File: src/verilog/pin_change_irq_pkg.sv
/*
 * Package for the pin-change and external interrupt flag block.
 * Register indices, field positions, reset values, sense codes.
 * Assumes a 32-bit AXI4-Lite register bus.
 */
`default_nettype none
package pin_change_irq_pkg;
    // ==========================================================
    // register map: printed offsets are indices, byte = index*4
    localparam logic [7:0] IDX_PC_FLAGS = 8'h1B;
    localparam logic [7:0] IDX_EXT_FLAGS = 8'h1C;
    localparam logic [7:0] IDX_EXT_ENABLE = 8'h1D;
    localparam logic [7:0] IDX_PC_GROUP_ENABLE = 8'h68;
    localparam logic [7:0] IDX_SENSE_CONTROL = 8'h69;
    localparam logic [7:0] IDX_PC_MASK0 = 8'h6B;
    localparam logic [7:0] IDX_PC_MASK1 = 8'h6C;
    localparam logic [7:0] IDX_PC_MASK2 = 8'h6D;
    localparam logic [7:0] IDX_PC_MASK3 = 8'h73;
    localparam logic [7:0] IDX_STATUS = 8'h80;
    localparam logic [7:0] IDX_VECTOR = 8'h81;
    localparam logic [7:0] IDX_IRQ_STATUS = 8'h82;
    localparam logic [7:0] IDX_IRQ_MASK = 8'h83;
    localparam int ADDR_W = 10;
    // ==========================================================
    // field layout and reset values
    localparam int N_EXT = 3;
    localparam int N_GRP = 4;
    localparam int GRP_W = 8;
    localparam int N_PINS = 32;
    localparam int N_EV = 7;
    localparam int GLOBAL_EN_BIT = 7;
    localparam logic [7:0] REG_RESET = 8'h00;
    localparam logic [1:0] RESP_OKAY = 2'h0;
    localparam logic [1:0] RESP_SLVERR = 2'h2;
    // vector numbers: 0 none, 1..3 external, 4..7 groups
    localparam logic [3:0] VEC_NONE = 4'h0;
    localparam logic [3:0] VEC_EXT_BASE = 4'h1;
    localparam logic [3:0] VEC_GRP_BASE = 4'h4;
    // sense control encoding
    typedef enum logic [1:0] {
        SENSE_LOW = 2'b00,
        SENSE_ANY = 2'b01,
        SENSE_FALL = 2'b10,
        SENSE_RISE = 2'b11
    } sense_type;
endpackage
`default_nettype wire
File: src/verilog/pin_change_irq_flags.sv
/*
 * Interrupt flags, enables and vectoring for three external inputs and
 * four pin-change groups of eight inputs, with an AXI4-Lite slave.
 * Assumes pins already synchronous to aclk and a core that acknowledges
 * the presented vector with a one-cycle vector_taken pulse.
 */
// Added by the designer: register access over AXI4-Lite.
// Functional notes
// - edge or change sets external flag
// - enabled flag vectors; taking vector clears it
// - writing one clears a flag
// - low-level sense holds flag cleared
// - sleep clamps disabled external inputs low
// - group enable gates its eight inputs
// - any unmasked change raises group request
// - each group has own vector
// - group change sets group flag
// - enabled group flag vectors; service clears it
// - mask bit enables detection per input
// - mask register n maps to inputs 8n+7..8n
// - sense codes low, any, falling, rising
// - enable plus global enables external interrupt
`default_nettype none
module pin_change_irq_flags
    import pin_change_irq_pkg::*;
(
    input wire logic aclk,
    input wire logic aresetn,
    input wire logic [ADDR_W-1:0] s_axi_awaddr,
    input wire logic s_axi_awvalid,
    output logic s_axi_awready,
    input wire logic [31:0] s_axi_wdata,
    input wire logic [3:0] s_axi_wstrb,
    input wire logic s_axi_wvalid,
    output logic s_axi_wready,
    output logic [1:0] s_axi_bresp,
    output logic s_axi_bvalid,
    input wire logic s_axi_bready,
    input wire logic [ADDR_W-1:0] s_axi_araddr,
    input wire logic s_axi_arvalid,
    output logic s_axi_arready,
    output logic [31:0] s_axi_rdata,
    output logic [1:0] s_axi_rresp,
    output logic s_axi_rvalid,
    input wire logic s_axi_rready,
    input wire logic [N_EXT-1:0] ext_irq_inputs,
    input wire logic [N_PINS-1:0] pin_change_inputs,
    input wire logic sleep_active,
    input wire logic vector_taken,
    output logic vector_request,
    output logic [3:0] vector_number,
    output logic irq
);
    // ==========================================================
    // register state
    logic [N_EXT-1:0] ext_irq_flags_q;
    logic [N_EXT-1:0] ext_irq_enable_q;
    logic [2*N_EXT-1:0] sense_control_q;
    logic [N_GRP-1:0] pin_change_flags_q;
    logic [N_GRP-1:0] group_enable_q;
    logic [GRP_W-1:0] pin_change_mask_q [N_GRP];
    logic global_enable_q;
    logic [N_EV-1:0] irq_status_q;
    logic [N_EV-1:0] irq_mask_q;
    logic [N_EXT-1:0] ext_prev_q;
    logic [N_PINS-1:0] pc_prev_q;
    logic [N_EXT-1:0] ext_eff;
    logic [N_EXT-1:0] ext_event;
    logic [N_EXT-1:0] level_mode;
    logic [N_GRP-1:0] grp_event;
    logic [N_PINS-1:0] pin_changed;

    // ==========================================================
    // AXI4-Lite write channel: address and data latched in any order
    logic aw_held_q, w_held_q;
    logic [ADDR_W-1:0] awaddr_q;
    logic [31:0] wdata_q;
    logic [3:0] wstrb_q;
    logic wr_fire;
    logic [7:0] wr_idx;
    logic wr_lane0;
    logic [7:0] wbyte;
    assign wr_fire = aw_held_q && w_held_q && !s_axi_bvalid;
    assign wr_idx = awaddr_q[ADDR_W-1:2];
    assign wr_lane0 = wstrb_q[0];
    assign wbyte = wdata_q[7:0];

    // address and data capture
    always_ff @(posedge aclk) begin
        if (!aresetn) begin
            aw_held_q <= 1'b0;
            w_held_q <= 1'b0;
            awaddr_q <= '0;
            wdata_q <= '0;
            wstrb_q <= '0;
        end else begin
            if (s_axi_awvalid && s_axi_awready) begin
                aw_held_q <= 1'b1;
                awaddr_q <= s_axi_awaddr;
            end else if (wr_fire) begin
                aw_held_q <= 1'b0;
            end
            if (s_axi_wvalid && s_axi_wready) begin
                w_held_q <= 1'b1;
                wdata_q <= s_axi_wdata;
                wstrb_q <= s_axi_wstrb;
            end else if (wr_fire) begin
                w_held_q <= 1'b0;
            end
        end
    end

    // each ready only while its own channel holds nothing and no response waits, so one write at a time
    always_ff @(posedge aclk) begin
        if (!aresetn) begin
            s_axi_awready <= 1'b0;
            s_axi_wready <= 1'b0;
        end else begin
            s_axi_awready <= !aw_held_q && !(s_axi_awvalid && s_axi_awready)
                && !s_axi_bvalid;
            s_axi_wready <= !w_held_q && !(s_axi_wvalid && s_axi_wready)
                && !s_axi_bvalid;
        end
    end

    // decode of the write index, unmapped answers SLVERR
    logic wr_known;
    always_comb begin
        unique case (wr_idx)
            IDX_PC_FLAGS, IDX_EXT_FLAGS, IDX_EXT_ENABLE,
            IDX_PC_GROUP_ENABLE, IDX_SENSE_CONTROL, IDX_PC_MASK0,
            IDX_PC_MASK1, IDX_PC_MASK2, IDX_PC_MASK3, IDX_STATUS,
            IDX_VECTOR, IDX_IRQ_STATUS, IDX_IRQ_MASK: wr_known = 1'b1;
            default: wr_known = 1'b0;
        endcase
    end

    // write response
    always_ff @(posedge aclk) begin
        if (!aresetn) begin
            s_axi_bvalid <= 1'b0;
            s_axi_bresp <= RESP_OKAY;
        end else if (wr_fire) begin
            s_axi_bvalid <= 1'b1;
            s_axi_bresp <= wr_known ? RESP_OKAY : RESP_SLVERR;
        end else if (s_axi_bready) begin
            s_axi_bvalid <= 1'b0;
        end
    end

    // write strobes per register, byte lane 0 only
    logic wr_en;
    assign wr_en = wr_fire && wr_lane0;

    // ==========================================================
    // control registers written by software
    always_ff @(posedge aclk) begin
        if (!aresetn) begin
            ext_irq_enable_q <= REG_RESET[N_EXT-1:0];
            sense_control_q <= REG_RESET[2*N_EXT-1:0];
            group_enable_q <= REG_RESET[N_GRP-1:0];
            global_enable_q <= 1'b0;
            irq_mask_q <= REG_RESET[N_EV-1:0];
        end else if (wr_en) begin
            if (wr_idx == IDX_EXT_ENABLE)
                ext_irq_enable_q <= wbyte[N_EXT-1:0];
            if (wr_idx == IDX_SENSE_CONTROL)
                sense_control_q <= wbyte[2*N_EXT-1:0];
            // upper nibble dropped so reserved bits stay zero
            if (wr_idx == IDX_PC_GROUP_ENABLE)
                group_enable_q <= wbyte[N_GRP-1:0];
            if (wr_idx == IDX_STATUS)
                global_enable_q <= wbyte[GLOBAL_EN_BIT];
            if (wr_idx == IDX_IRQ_MASK)
                irq_mask_q <= wbyte[N_EV-1:0];
        end
    end

    // ==========================================================
    // per-group masks and change detection
    genvar g;
    generate
        for (g = 0; g < N_GRP; g++) begin : gen_grp
            always_ff @(posedge aclk) begin
                if (!aresetn)
                    pin_change_mask_q[g] <= REG_RESET;
                else if (wr_en && wr_idx == (g == 3 ? IDX_PC_MASK3 :
                        IDX_PC_MASK0 + 8'(g)))
                    pin_change_mask_q[g] <= wbyte;
            end
            // enabled pins only: mask bit and group enable
            assign grp_event[g] = group_enable_q[g] &&
                |(pin_changed[g*GRP_W +: GRP_W] &
                  pin_change_mask_q[g]);
        end
    endgenerate

    // both directions count; an xor against the last sample
    assign pin_changed = pin_change_inputs ^ pc_prev_q;

    // previous samples; reset value zero shows a high pin as changed for one cycle, while masks and enables are still zero
    always_ff @(posedge aclk) begin
        if (!aresetn) begin
            pc_prev_q <= '0;
            ext_prev_q <= '0;
        end else begin
            pc_prev_q <= pin_change_inputs;
            ext_prev_q <= ext_eff;
        end
    end

    // ==========================================================
    // external inputs: sleep clamps the buffer of a disabled pin
    genvar e;
    generate
        for (e = 0; e < N_EXT; e++) begin : gen_ext
            logic [1:0] sc;
            assign sc = sense_control_q[2*e +: 2];
            // clamp low in sleep unless interrupt enabled
            assign ext_eff[e] = ext_irq_inputs[e] &&
                !(sleep_active && !ext_irq_enable_q[e]);
            assign level_mode[e] = (sc == SENSE_LOW);
            always_comb begin
                unique case (sense_type'(sc))
                    SENSE_LOW: ext_event[e] = 1'b0;
                    SENSE_ANY: ext_event[e] = ext_eff[e] ^ ext_prev_q[e];
                    SENSE_FALL: ext_event[e] = !ext_eff[e] && ext_prev_q[e];
                    SENSE_RISE: ext_event[e] = ext_eff[e] && !ext_prev_q[e];
                endcase
            end
        end
    endgenerate

    // ==========================================================
    // vector arbitration: external first, then groups, low number wins
    logic [N_EV-1:0] pending;
    logic [3:0] sel_vec;
    logic sel_any;
    logic [N_EXT-1:0] lvl_req;
    // low level requests while held low and enabled, never a flag
    assign lvl_req = level_mode & ~ext_irq_inputs & ext_irq_enable_q;
    assign pending = {pin_change_flags_q & group_enable_q,
        (ext_irq_flags_q | lvl_req) & ext_irq_enable_q};
    always_comb begin
        sel_vec = VEC_NONE;
        sel_any = 1'b0;
        for (int i = N_EV - 1; i >= 0; i--) begin
            if (pending[i]) begin
                sel_vec = VEC_EXT_BASE + 4'(i);
                sel_any = 1'b1;
            end
        end
    end

    // vector held stable until taken; global enable gates it
    always_ff @(posedge aclk) begin
        if (!aresetn) begin
            vector_request <= 1'b0;
            vector_number <= VEC_NONE;
        end else if (vector_taken) begin
            // drop for a cycle: pending still shows the flag being cleared
            vector_request <= 1'b0;
            vector_number <= VEC_NONE;
        end else if (!vector_request) begin
            vector_request <= sel_any && global_enable_q;
            vector_number <= (sel_any && global_enable_q) ? sel_vec
                : VEC_NONE;
        end
    end

    logic [N_EV-1:0] taken_clr;
    always_comb begin
        taken_clr = '0;
        if (vector_taken && vector_request)
            for (int i = 0; i < N_EV; i++)
                if (vector_number == VEC_EXT_BASE + 4'(i))
                    taken_clr[i] = 1'b1;
    end

    // ==========================================================
    // flags: set beats every clear in the same cycle
    logic [N_EXT-1:0] ext_w1c;
    logic [N_GRP-1:0] pc_w1c;
    assign ext_w1c = (wr_en && wr_idx == IDX_EXT_FLAGS) ?
        wbyte[N_EXT-1:0] : '0;
    assign pc_w1c = (wr_en && wr_idx == IDX_PC_FLAGS) ?
        wbyte[N_GRP-1:0] : '0;

    always_ff @(posedge aclk) begin
        if (!aresetn) begin
            ext_irq_flags_q <= '0;
        end else begin
            ext_irq_flags_q <= (ext_event | (ext_irq_flags_q & ~ext_w1c
                & ~taken_clr[N_EXT-1:0])) & ~level_mode;
        end
    end

    always_ff @(posedge aclk) begin
        if (!aresetn) begin
            pin_change_flags_q <= '0;
        end else begin
            pin_change_flags_q <= grp_event | (pin_change_flags_q & ~pc_w1c
                & ~taken_clr[N_EV-1:N_EXT]);
        end
    end

    // ==========================================================
    // summary interrupt: sticky events, masked, write one to clear
    logic [N_EV-1:0] irq_w1c;
    assign irq_w1c = (wr_en && wr_idx == IDX_IRQ_STATUS) ?
        wbyte[N_EV-1:0] : '0;
    always_ff @(posedge aclk) begin
        if (!aresetn) begin
            irq_status_q <= '0;
            irq <= 1'b0;
        end else begin
            irq_status_q <= {grp_event, ext_event} | (irq_status_q & ~irq_w1c);
            irq <= |(irq_status_q & irq_mask_q);
        end
    end

    // ==========================================================
    // read channel, answer one cycle after the address is taken
    logic [7:0] rbyte;
    logic rd_known;
    logic [7:0] rd_idx;
    assign rd_idx = s_axi_araddr[ADDR_W-1:2];
    always_comb begin
        rbyte = 8'h00;
        rd_known = 1'b1;
        unique case (rd_idx)
            IDX_PC_FLAGS: rbyte = {4'h0, pin_change_flags_q};
            IDX_EXT_FLAGS: rbyte = {5'h00, ext_irq_flags_q};
            IDX_EXT_ENABLE: rbyte = {5'h00, ext_irq_enable_q};
            IDX_PC_GROUP_ENABLE: rbyte = {4'h0, group_enable_q};
            IDX_SENSE_CONTROL: rbyte = {2'h0, sense_control_q};
            IDX_PC_MASK0: rbyte = pin_change_mask_q[0];
            IDX_PC_MASK1: rbyte = pin_change_mask_q[1];
            IDX_PC_MASK2: rbyte = pin_change_mask_q[2];
            IDX_PC_MASK3: rbyte = pin_change_mask_q[3];
            IDX_STATUS: rbyte = {global_enable_q, 7'h00};
            IDX_VECTOR: rbyte = {3'h0, vector_request, vector_number};
            IDX_IRQ_STATUS: rbyte = {1'b0, irq_status_q};
            IDX_IRQ_MASK: rbyte = {1'b0, irq_mask_q};
            default: rd_known = 1'b0;
        endcase
    end

    always_ff @(posedge aclk) begin
        if (!aresetn) begin
            s_axi_arready <= 1'b0;
            s_axi_rvalid <= 1'b0;
            s_axi_rdata <= '0;
            s_axi_rresp <= RESP_OKAY;
        end else begin
            s_axi_arready <= !s_axi_rvalid && !(s_axi_arvalid && s_axi_arready);
            if (s_axi_arvalid && s_axi_arready) begin
                s_axi_rvalid <= 1'b1;
                s_axi_rdata <= {24'h000000, rbyte};
                s_axi_rresp <= rd_known ? RESP_OKAY : RESP_SLVERR;
            end else if (s_axi_rready) begin
                s_axi_rvalid <= 1'b0;
            end
        end
    end

    // ==========================================================
    // checks
    property p_level_clear;
        @(posedge aclk) disable iff (!aresetn)
        level_mode[0] |=> !ext_irq_flags_q[0];
    endproperty
    a_level_clear: assert property (p_level_clear)
        else $error("flag set in low-level mode");
    property p_rise_sets;
        @(posedge aclk) disable iff (!aresetn)
        (sense_control_q[1:0] == SENSE_RISE && ext_eff[0] && !ext_prev_q[0])
        |=> ext_irq_flags_q[0];
    endproperty
    a_rise_sets: assert property (p_rise_sets)
        else $error("rising edge missed");
    property p_grp_set;
        @(posedge aclk) disable iff (!aresetn)
        (group_enable_q[2] && |(pin_changed[23:16] & pin_change_mask_q[2]))
        |=> pin_change_flags_q[2];
    endproperty
    a_grp_set: assert property (p_grp_set)
        else $error("group flag not set");
    property p_grp_gate;
        @(posedge aclk) disable iff (!aresetn)
        (!group_enable_q[1] && !pin_change_flags_q[1]) |=>
        !pin_change_flags_q[1];
    endproperty
    a_grp_gate: assert property (p_grp_gate)
        else $error("disabled group flagged");
    property p_mask_gate;
        @(posedge aclk) disable iff (!aresetn)
        (pin_change_mask_q[0] == 8'h00 && !pin_change_flags_q[0]) |=>
        !pin_change_flags_q[0];
    endproperty
    a_mask_gate: assert property (p_mask_gate)
        else $error("masked input flagged");
    property p_w1c;
        @(posedge aclk) disable iff (!aresetn)
        (pc_w1c[3] && !grp_event[3]) |=> !pin_change_flags_q[3];
    endproperty
    a_w1c: assert property (p_w1c)
        else $error("write one did not clear");
    property p_no_gie;
        @(posedge aclk) disable iff (!aresetn)
        (!global_enable_q && !vector_request) |=> !vector_request;
    endproperty
    a_no_gie: assert property (p_no_gie)
        else $error("vector without global enable");
    property p_taken_clr;
        @(posedge aclk) disable iff (!aresetn)
        (vector_taken && vector_request && vector_number == VEC_GRP_BASE
        && !grp_event[0]) |=> !pin_change_flags_q[0];
    endproperty
    a_taken_clr: assert property (p_taken_clr)
        else $error("service did not clear flag");
    property p_reserved;
        @(posedge aclk) disable iff (!aresetn)
        s_axi_rvalid |-> s_axi_rdata[31:8] == 24'h000000;
    endproperty
    a_reserved: assert property (p_reserved)
        else $error("upper read bits not zero");
    c_vector: cover property (@(posedge aclk) vector_request && vector_taken);
    c_grp: cover property (@(posedge aclk) grp_event[3]);
    c_ext: cover property (@(posedge aclk) ext_event[2]);
    c_irq: cover property (@(posedge aclk) irq);
endmodule
`default_nettype wire

File: config.mk
export PLATFORM = sky130hd
export DESIGN_NAME = pin_change_irq_flags
export DESIGN_NICKNAME = d
export VERILOG_FILES = /design/src/verilog/pin_change_irq_pkg.sv /design/src/verilog/pin_change_irq_flags.sv
export SDC_FILE = /design/constraint.sdc
export NUM_CORES = 1
export LEC_CHECK = 0
export CORE_MARGIN = 8
export CORE_UTILIZATION = 60
export CTS_BUF_LIST = sky130_fd_sc_hd__clkbuf_4
export DETAILED_ROUTE_END_ITERATION = 10
export DONT_BUFFER_PORTS = 1
export PLACE_DENSITY = 0.87
export SLEW_MARGIN = 40
export SYNTH_ARGS = -nofsm -noshare
export SYNTH_HDL_FRONTEND = slang
export SYNTH_SLANG_ARGS = --single-unit
export TNS_END_PERCENT = 1
File: constraint.sdc
create_clock -name aclk -period 2.1 [get_ports aclk]
set_clock_uncertainty 0.1 [all_clocks]
set_input_delay 0.105 -clock aclk [delete_from_list [all_inputs] [get_ports aclk]]
set_output_delay 0.105 -clock aclk [all_outputs]
set_load 0.1 [all_outputs]
## Word-level counts from Yosys, hierarchy flattened

Memory sizes are Yosys's and may differ from the RTL's.
Cells that the tools add are included.

| word-level totals | value |
|---|---|
| bits in registers | 114 |
| RAM bits | 32 |
| bits of input ports | 100 |
| output and inout port bits | 47 |
| logic and storage cells | 238 |
| memories kept | 1 |

| cells by class | value |
|---|---|
| equal/unequal tests | 42 |
| muxes and demuxes | 59 |
| bitwise operators | 35 |
| reduce and logical (&&, ||, !) cells | 75 |

Memory list:

| name | depth | width | read ports | clocked after Yosys merged registers in | write ports | RTL line | source |
|---|---|---|---|---|---|---|---|
| pin_change_mask_q | 4 | 8 | 4 | 0 | 4 | pin_change_irq_flags.sv:61 | `logic [GRP_W-1:0] pin_change_mask_q [N_GRP];` |

Operators with widths:

| operator | count |
|---|---|
| one-hot mux 8 bit (13 select lines) | 1 |
| equality test 8 x 7 -> 1 bit, second input constant | 12 |
| equality test 8 bit, second input constant | 8 |
| equality test 8 x 5 -> 1 bit, second input constant | 6 |
| two-way mux 1 bit | 37 |
| logical AND 1 bit | 36 |
| AND 8 bit | 4 |
| two-way mux 4 bit | 8 |
| two-way mux 8 bit | 4 |
| OR reduction 8 bit | 4 |
| bitwise XOR 32 bit | 1 |
| OR reduction 13 bit | 2 |
| logical NOT 1 bit | 19 |
| AND 3 bit | 6 |
| equality test 4 x 3 -> 1 bit, second input constant | 4 |
| AND 7 bit | 2 |
| two-way mux 7 bit | 2 |
| AND 4 bit | 3 |
| equality test 2 bit, second input constant | 6 |
| NOT 3 bit | 4 |
| one-hot mux 1 bit (4 select lines) | 3 |
| AND reduction 2 bit | 5 |
| equality test 4 x 2 -> 1 bit, second input constant | 2 |
| NOT 4 bit | 2 |
| 15 further kinds | 30 |

## Depth between registers and ports, before layout

| depth | value |
|---|---|
| depth after elaboration | 10 |
| gate-level depth with buffers | 9 |
| mapped depth without buffers | 9 |

## Least setup slack after synthesis

No wires, ideal clock.

| path | value |
|---|---|
| path kind | reg2reg |
| start point | reg s_axi_bvalid |
| end point | mem pin_change_mask_q[0][0], enable pin |
| library setup time | 384 ps |
| data arrival time | 2203 ps |
| path slack | -587 ps |
| stages on the path, launching flop included | 4 |
| period minus slack after synthesis | 2687 ps |
| cell sequence | dfxtp_1 -> nand4b_4 -> or4_4 -> o21ai_0 |

RTL lines:

| element | RTL line | source |
|---|---|---|
| from (decl) | pin_change_irq_flags.sv:37 | `output logic s_axi_bvalid,` |
| from (signal assigned) | pin_change_irq_flags.sv:141 | `s_axi_bvalid <= 1'b0;` |
| from (signal assigned) | pin_change_irq_flags.sv:144 | `s_axi_bvalid <= 1'b1;` |
| from (signal assigned) | pin_change_irq_flags.sv:147 | `s_axi_bvalid <= 1'b0;` |
| to (decl) | pin_change_irq_flags.sv:61 |  |

## Worst setup path in the final report

| path | value |
|---|---|
| start point | reg sense_control_q[3] |
| end point | reg s_axi_rdata[3] |

| between the ends | value |
|---|---|
| word-level cells in the longest chain between the ends | 1 |

RTL lines:

| element | RTL line | source |
|---|---|---|
| from (decl) | pin_change_irq_flags.sv:58 | `logic [2*N_EXT-1:0] sense_control_q;` |
| from (signal assigned) | pin_change_irq_flags.sv:160 | `sense_control_q <= REG_RESET[2*N_EXT-1:0];` |
| from (signal assigned) | pin_change_irq_flags.sv:168 | `sense_control_q <= wbyte[2*N_EXT-1:0];` |
| one-hot mux 8 bit (13 select lines) | pin_change_irq_flags.sv:331 | `unique case (rd_idx)` |
| to (signal assigned) | pin_change_irq_flags.sv:359 | `s_axi_rdata <= {24'h000000, rbyte};` |
| to (decl) | pin_change_irq_flags.sv:42 | `output logic [31:0] s_axi_rdata,` |

No other way between the ends.
A chain may end at the register's enable or synchronous reset.

==> results.yml <==
critical_path:
  crit_slowest_cell: "sky130_fd_sc_hd__dlygate4sd3_1"
  critical_path_required_ps: 2440
  critical_path_class: "reg -> reg"
  cpMostUsedCell: "sky130_fd_sc_hd__a22o_1"
  critPathMaxFanout: 6
  critPathBufInv: 2
  startpoint_type: "flip-flop"
  path_cells: "buf_4, mux2_2, a22o_1, dlygate4sd3_1, nand2_1, nand4_1, a22o_1"
  worst_path_largest_cell_delay_ps: 550
  cp-end-kind: "flip-flop"
  crit_arrival_ps: 2440
  path_delay_family: "buffers and inverters"
power:
  ir_worst_vdd_uv: 530
  p_leak_nw: 3.33
  internal_power_contribution_mw: 3.66
  total_switching_power_mw: 1.52
  sequentialPowerShare_pct: 56.7
  power_frac_clock_pct: 28.6
  power.share.switching_pct: 29.3
  total_power_mw: 5.18
  combinationalPowerShare_pct: 14.7
  power.density_cell_area_nw_per_um2: 619
timing:
  slew_headroom_pct: 52.9
  layout_min_cycle_time_ps: 2110
  timing_hold_violations_final: 0
  setup_violations_final: 1
  layout_worst_path_cycle_share_pct: 100
  grt_setup_unrepaired: "yes"
  fmax_mhz: 475
  finalMaxSlewViolations: 0
  slew_of_the_pin_with_the_lowest_slew_margin_ps: 707
  final_critical_path_setup_slack_ps: -5.49
outcome:
  outcome: "finished, violations left"
  violations: "setup timing"
worst_hold_path:
  min_path_type: "in -> reg"
die:
  pin_count: 147
  die_x_um: 122
  floorplan.die.height_um: 122
  initial_utilization_pct: 61.7
  design.die.area_sq_um: 14800
  coreArea_sq_um: 10800
  placementRows: 38
logic_synthesis:
  synth.yosys.warnings: 0
  synth.area.top_cells: "sky130_fd_sc_hd__dfxtp_1 (33%), sky130_fd_sc_hd__edfxtp_1 (14%), sky130_fd_sc_hd__and2_1 (6.3%)"
  number_of_flops_mapped_to_enable_cells_by_yosys: 32
  syn-cell-area_sq_um: 6690
  synth_top_cells_by_count: "sky130_fd_sc_hd__dfxtp_1 (109), sky130_fd_sc_hd__nand2_1 (80), sky130_fd_sc_hd__and2_1 (67)"
  post_synthesis_mean_instance_area_sq_um: 9.38
  seq_area_frac_synth_pct: 47.0
  synth.distinct_cells: 57
  post-synth-top-count-cell: "sky130_fd_sc_hd__dfxtp_1"
  syn_inst: 713
  synth_flop_cell: "sky130_fd_sc_hd__dfxtp_1"
  postSynthRegisterBits: 141
  post-synth-top-area-cell: "sky130_fd_sc_hd__dfxtp_1"
  synth_largest_type_area_fraction_pct: 32.6
  postSynth.asyncResetShare_pct: 0
clock_network:
  cts_max_level: 4
  max-clock-path-buffers: 2
  root_buffer: "sky130_fd_sc_hd__clkbuf_4"
  clk_pin_slew_ps: 120
  postCtsSetupBuffers: 0
  clock_latency_ps: 550
  cts.sink_count: 141
  clock_tree_from_tritoncts: "built"
  tritoncts.num_buffers: 17
global_routing:
  first_global_vias: 6481
  global_route.overflow_total: 0
  grt_start_max_net_pins: 57
  grtUsageTotal_pct: 29.4
  antenna_found_initial: 0
  grt_first_pass_wirelength_um: 33700
drt:
  drtAntennaViolNets: 0
  drt-wirelength-per-cell_um: 21.1
  drt_drc_violations_left: 0
  detailedRoute.firstIterationViolations: 589
  avgViaCountPerCell: 6.09
  wirelength_um: 21400
  total_via_count_in_the_routed_design: 6162
  dr.pass1.iters: 5
finish:
  design_area_sq_um: 8370
  layout-area-overhead-vs-synth_pct: 25.1
  antenna-diode-count: 0
  final_layout_size_suffix_gt1_share_pct: 13.4
  nets: 966
  final_core_utilization_pct: 77.2
placed_design:
  place_area_sq_um: 7010
  place_ws_ps: -42.5
  portBuffers: 0
  gp_routability_congestion: 0.942
  place.detailed.hpwl_um: 13700
job:
  max_cap_violations: 0
logic make-up after synthesis:
group / after synthesis / synth area share [%]
xor+xnor: 32 / 4.19
buf+inv: 74 / 5.78
simple gates: 277 / 22.2
fa+ha+maj: 6 / 1.12
compound gates: 149 / 14.4
flops: 141 / 47.0
other cells: 1 / 0.0561
mux: 33 / 5.31
worst min-delay path, stage by stage:
cell and delay, ps:
sky130_fd_sc_hd__nor4_1 40, sky130_fd_sc_hd__buf_4 150, sky130_fd_sc_hd__a221oi_2 230, sky130_fd_sc_hd__o21ai_0 90
final timing paths:
check                     startpoint              to  slack (ps)  depth (start not counted)
setup / recovery  sense_control_q[3]  s_axi_rdata[3]          -5                          7
hold / removal       s_axi_araddr[4]  s_axi_rdata[7]          30                          4
setup reg to reg  sense_control_q[3]  s_axi_rdata[3]          -5                          7
hold reg to reg             w_held_q    s_axi_wready         380                          1
state kept, by name, summed over array words and instances (netlist names), 3 cells and up:
register / cells
pc_prev_q: 32
pin_change_mask_q: 32
awaddr_q: 8
s_axi_rdata: 8
wdata_q: 8
irq_mask_q: 7
irq_status_q: 7
sense_control_q: 6
group_enable_q: 4
pin_change_flags_q: 4
ext_irq_enable_q: 3
ext_irq_flags_q: 3
ext_prev_q: 3
vector_number: 3
power groups by stage:
stage	Combinational (mW)	Clock, mW	Sequential [mW]
after floorplan	0.497	0	3.02
after global placement	0.552	0	2.98
after detailed placement	0.564	0	2.99
after CTS	0.741	1.45	2.93
after global routing	0.807	1.59	2.94
final	0.763	1.48	2.94
routing by layer:
metal	global-route usage, %	routed length [um]	part of all wire, %
met4	18.2	1190	5.6
met3	7.27	2060	9.6
met2	51.7	10700	50
met5	0	0	0
met1	31.4	7430	35
placed cells by master, fill, tap and decap left out, drive strengths merged, types with 5 or more instances in the layout:
| cell type | instances |
|---|---|
| dfxtp | 109 |
| dlygate4sd3 | 108 |
| nand2 | 80 |
| and2 | 67 |
| buf | 49 |
| a21oi | 45 |
| nor2 | 35 |
| o21ai | 33 |
| xor2 | 32 |
| edfxtp | 32 |
| conb | 27 |
| a22oi | 25 |
| clkbuf | 25 |
| nand3 | 20 |
| mux2 | 20 |
| inv | 18 |
| nand2b | 15 |
| nor3 | 15 |
| mux2i | 13 |
| nand3b | 9 |
| a22o | 8 |
| a32oi | 6 |
| ha | 6 |
| nor4 | 6 |
| nor2b | 5 |
through the flow:
step           setup TNS, ps  std cells  hold slack, ps
3_3_place_gp               0        871             128
2_1_floorplan          -1830        739             127
4_1_cts                    0       1011            14.0
5_1_grt                -42.6       1011            7.03
3_5_place_dp            -218        871             130
6_report               -5.49       1011            26.1
area by class of cell:
class	instances	area, sq um
Inverter	18	67.6
Multi-Input combinational cell	524	3290
Sequential cell	141	3150
Timing Repair Buffer	158	1470
Clock buffer	25	188
Tap cell	140	175
Clock inverter	5	23.8
Fill cell	707	2470
repair_timing:
| action | CTS | global route |
|---|---|---|
| setup endpoints to repair | 8 | 49 |
| hold endpoints to repair | 129 | 0 |
| pin swaps | 0 | 3 |
| hold buffers | 110 | 0 |
| resized for setup | 1 | 12 |
(Power assumes the default switching activity.)
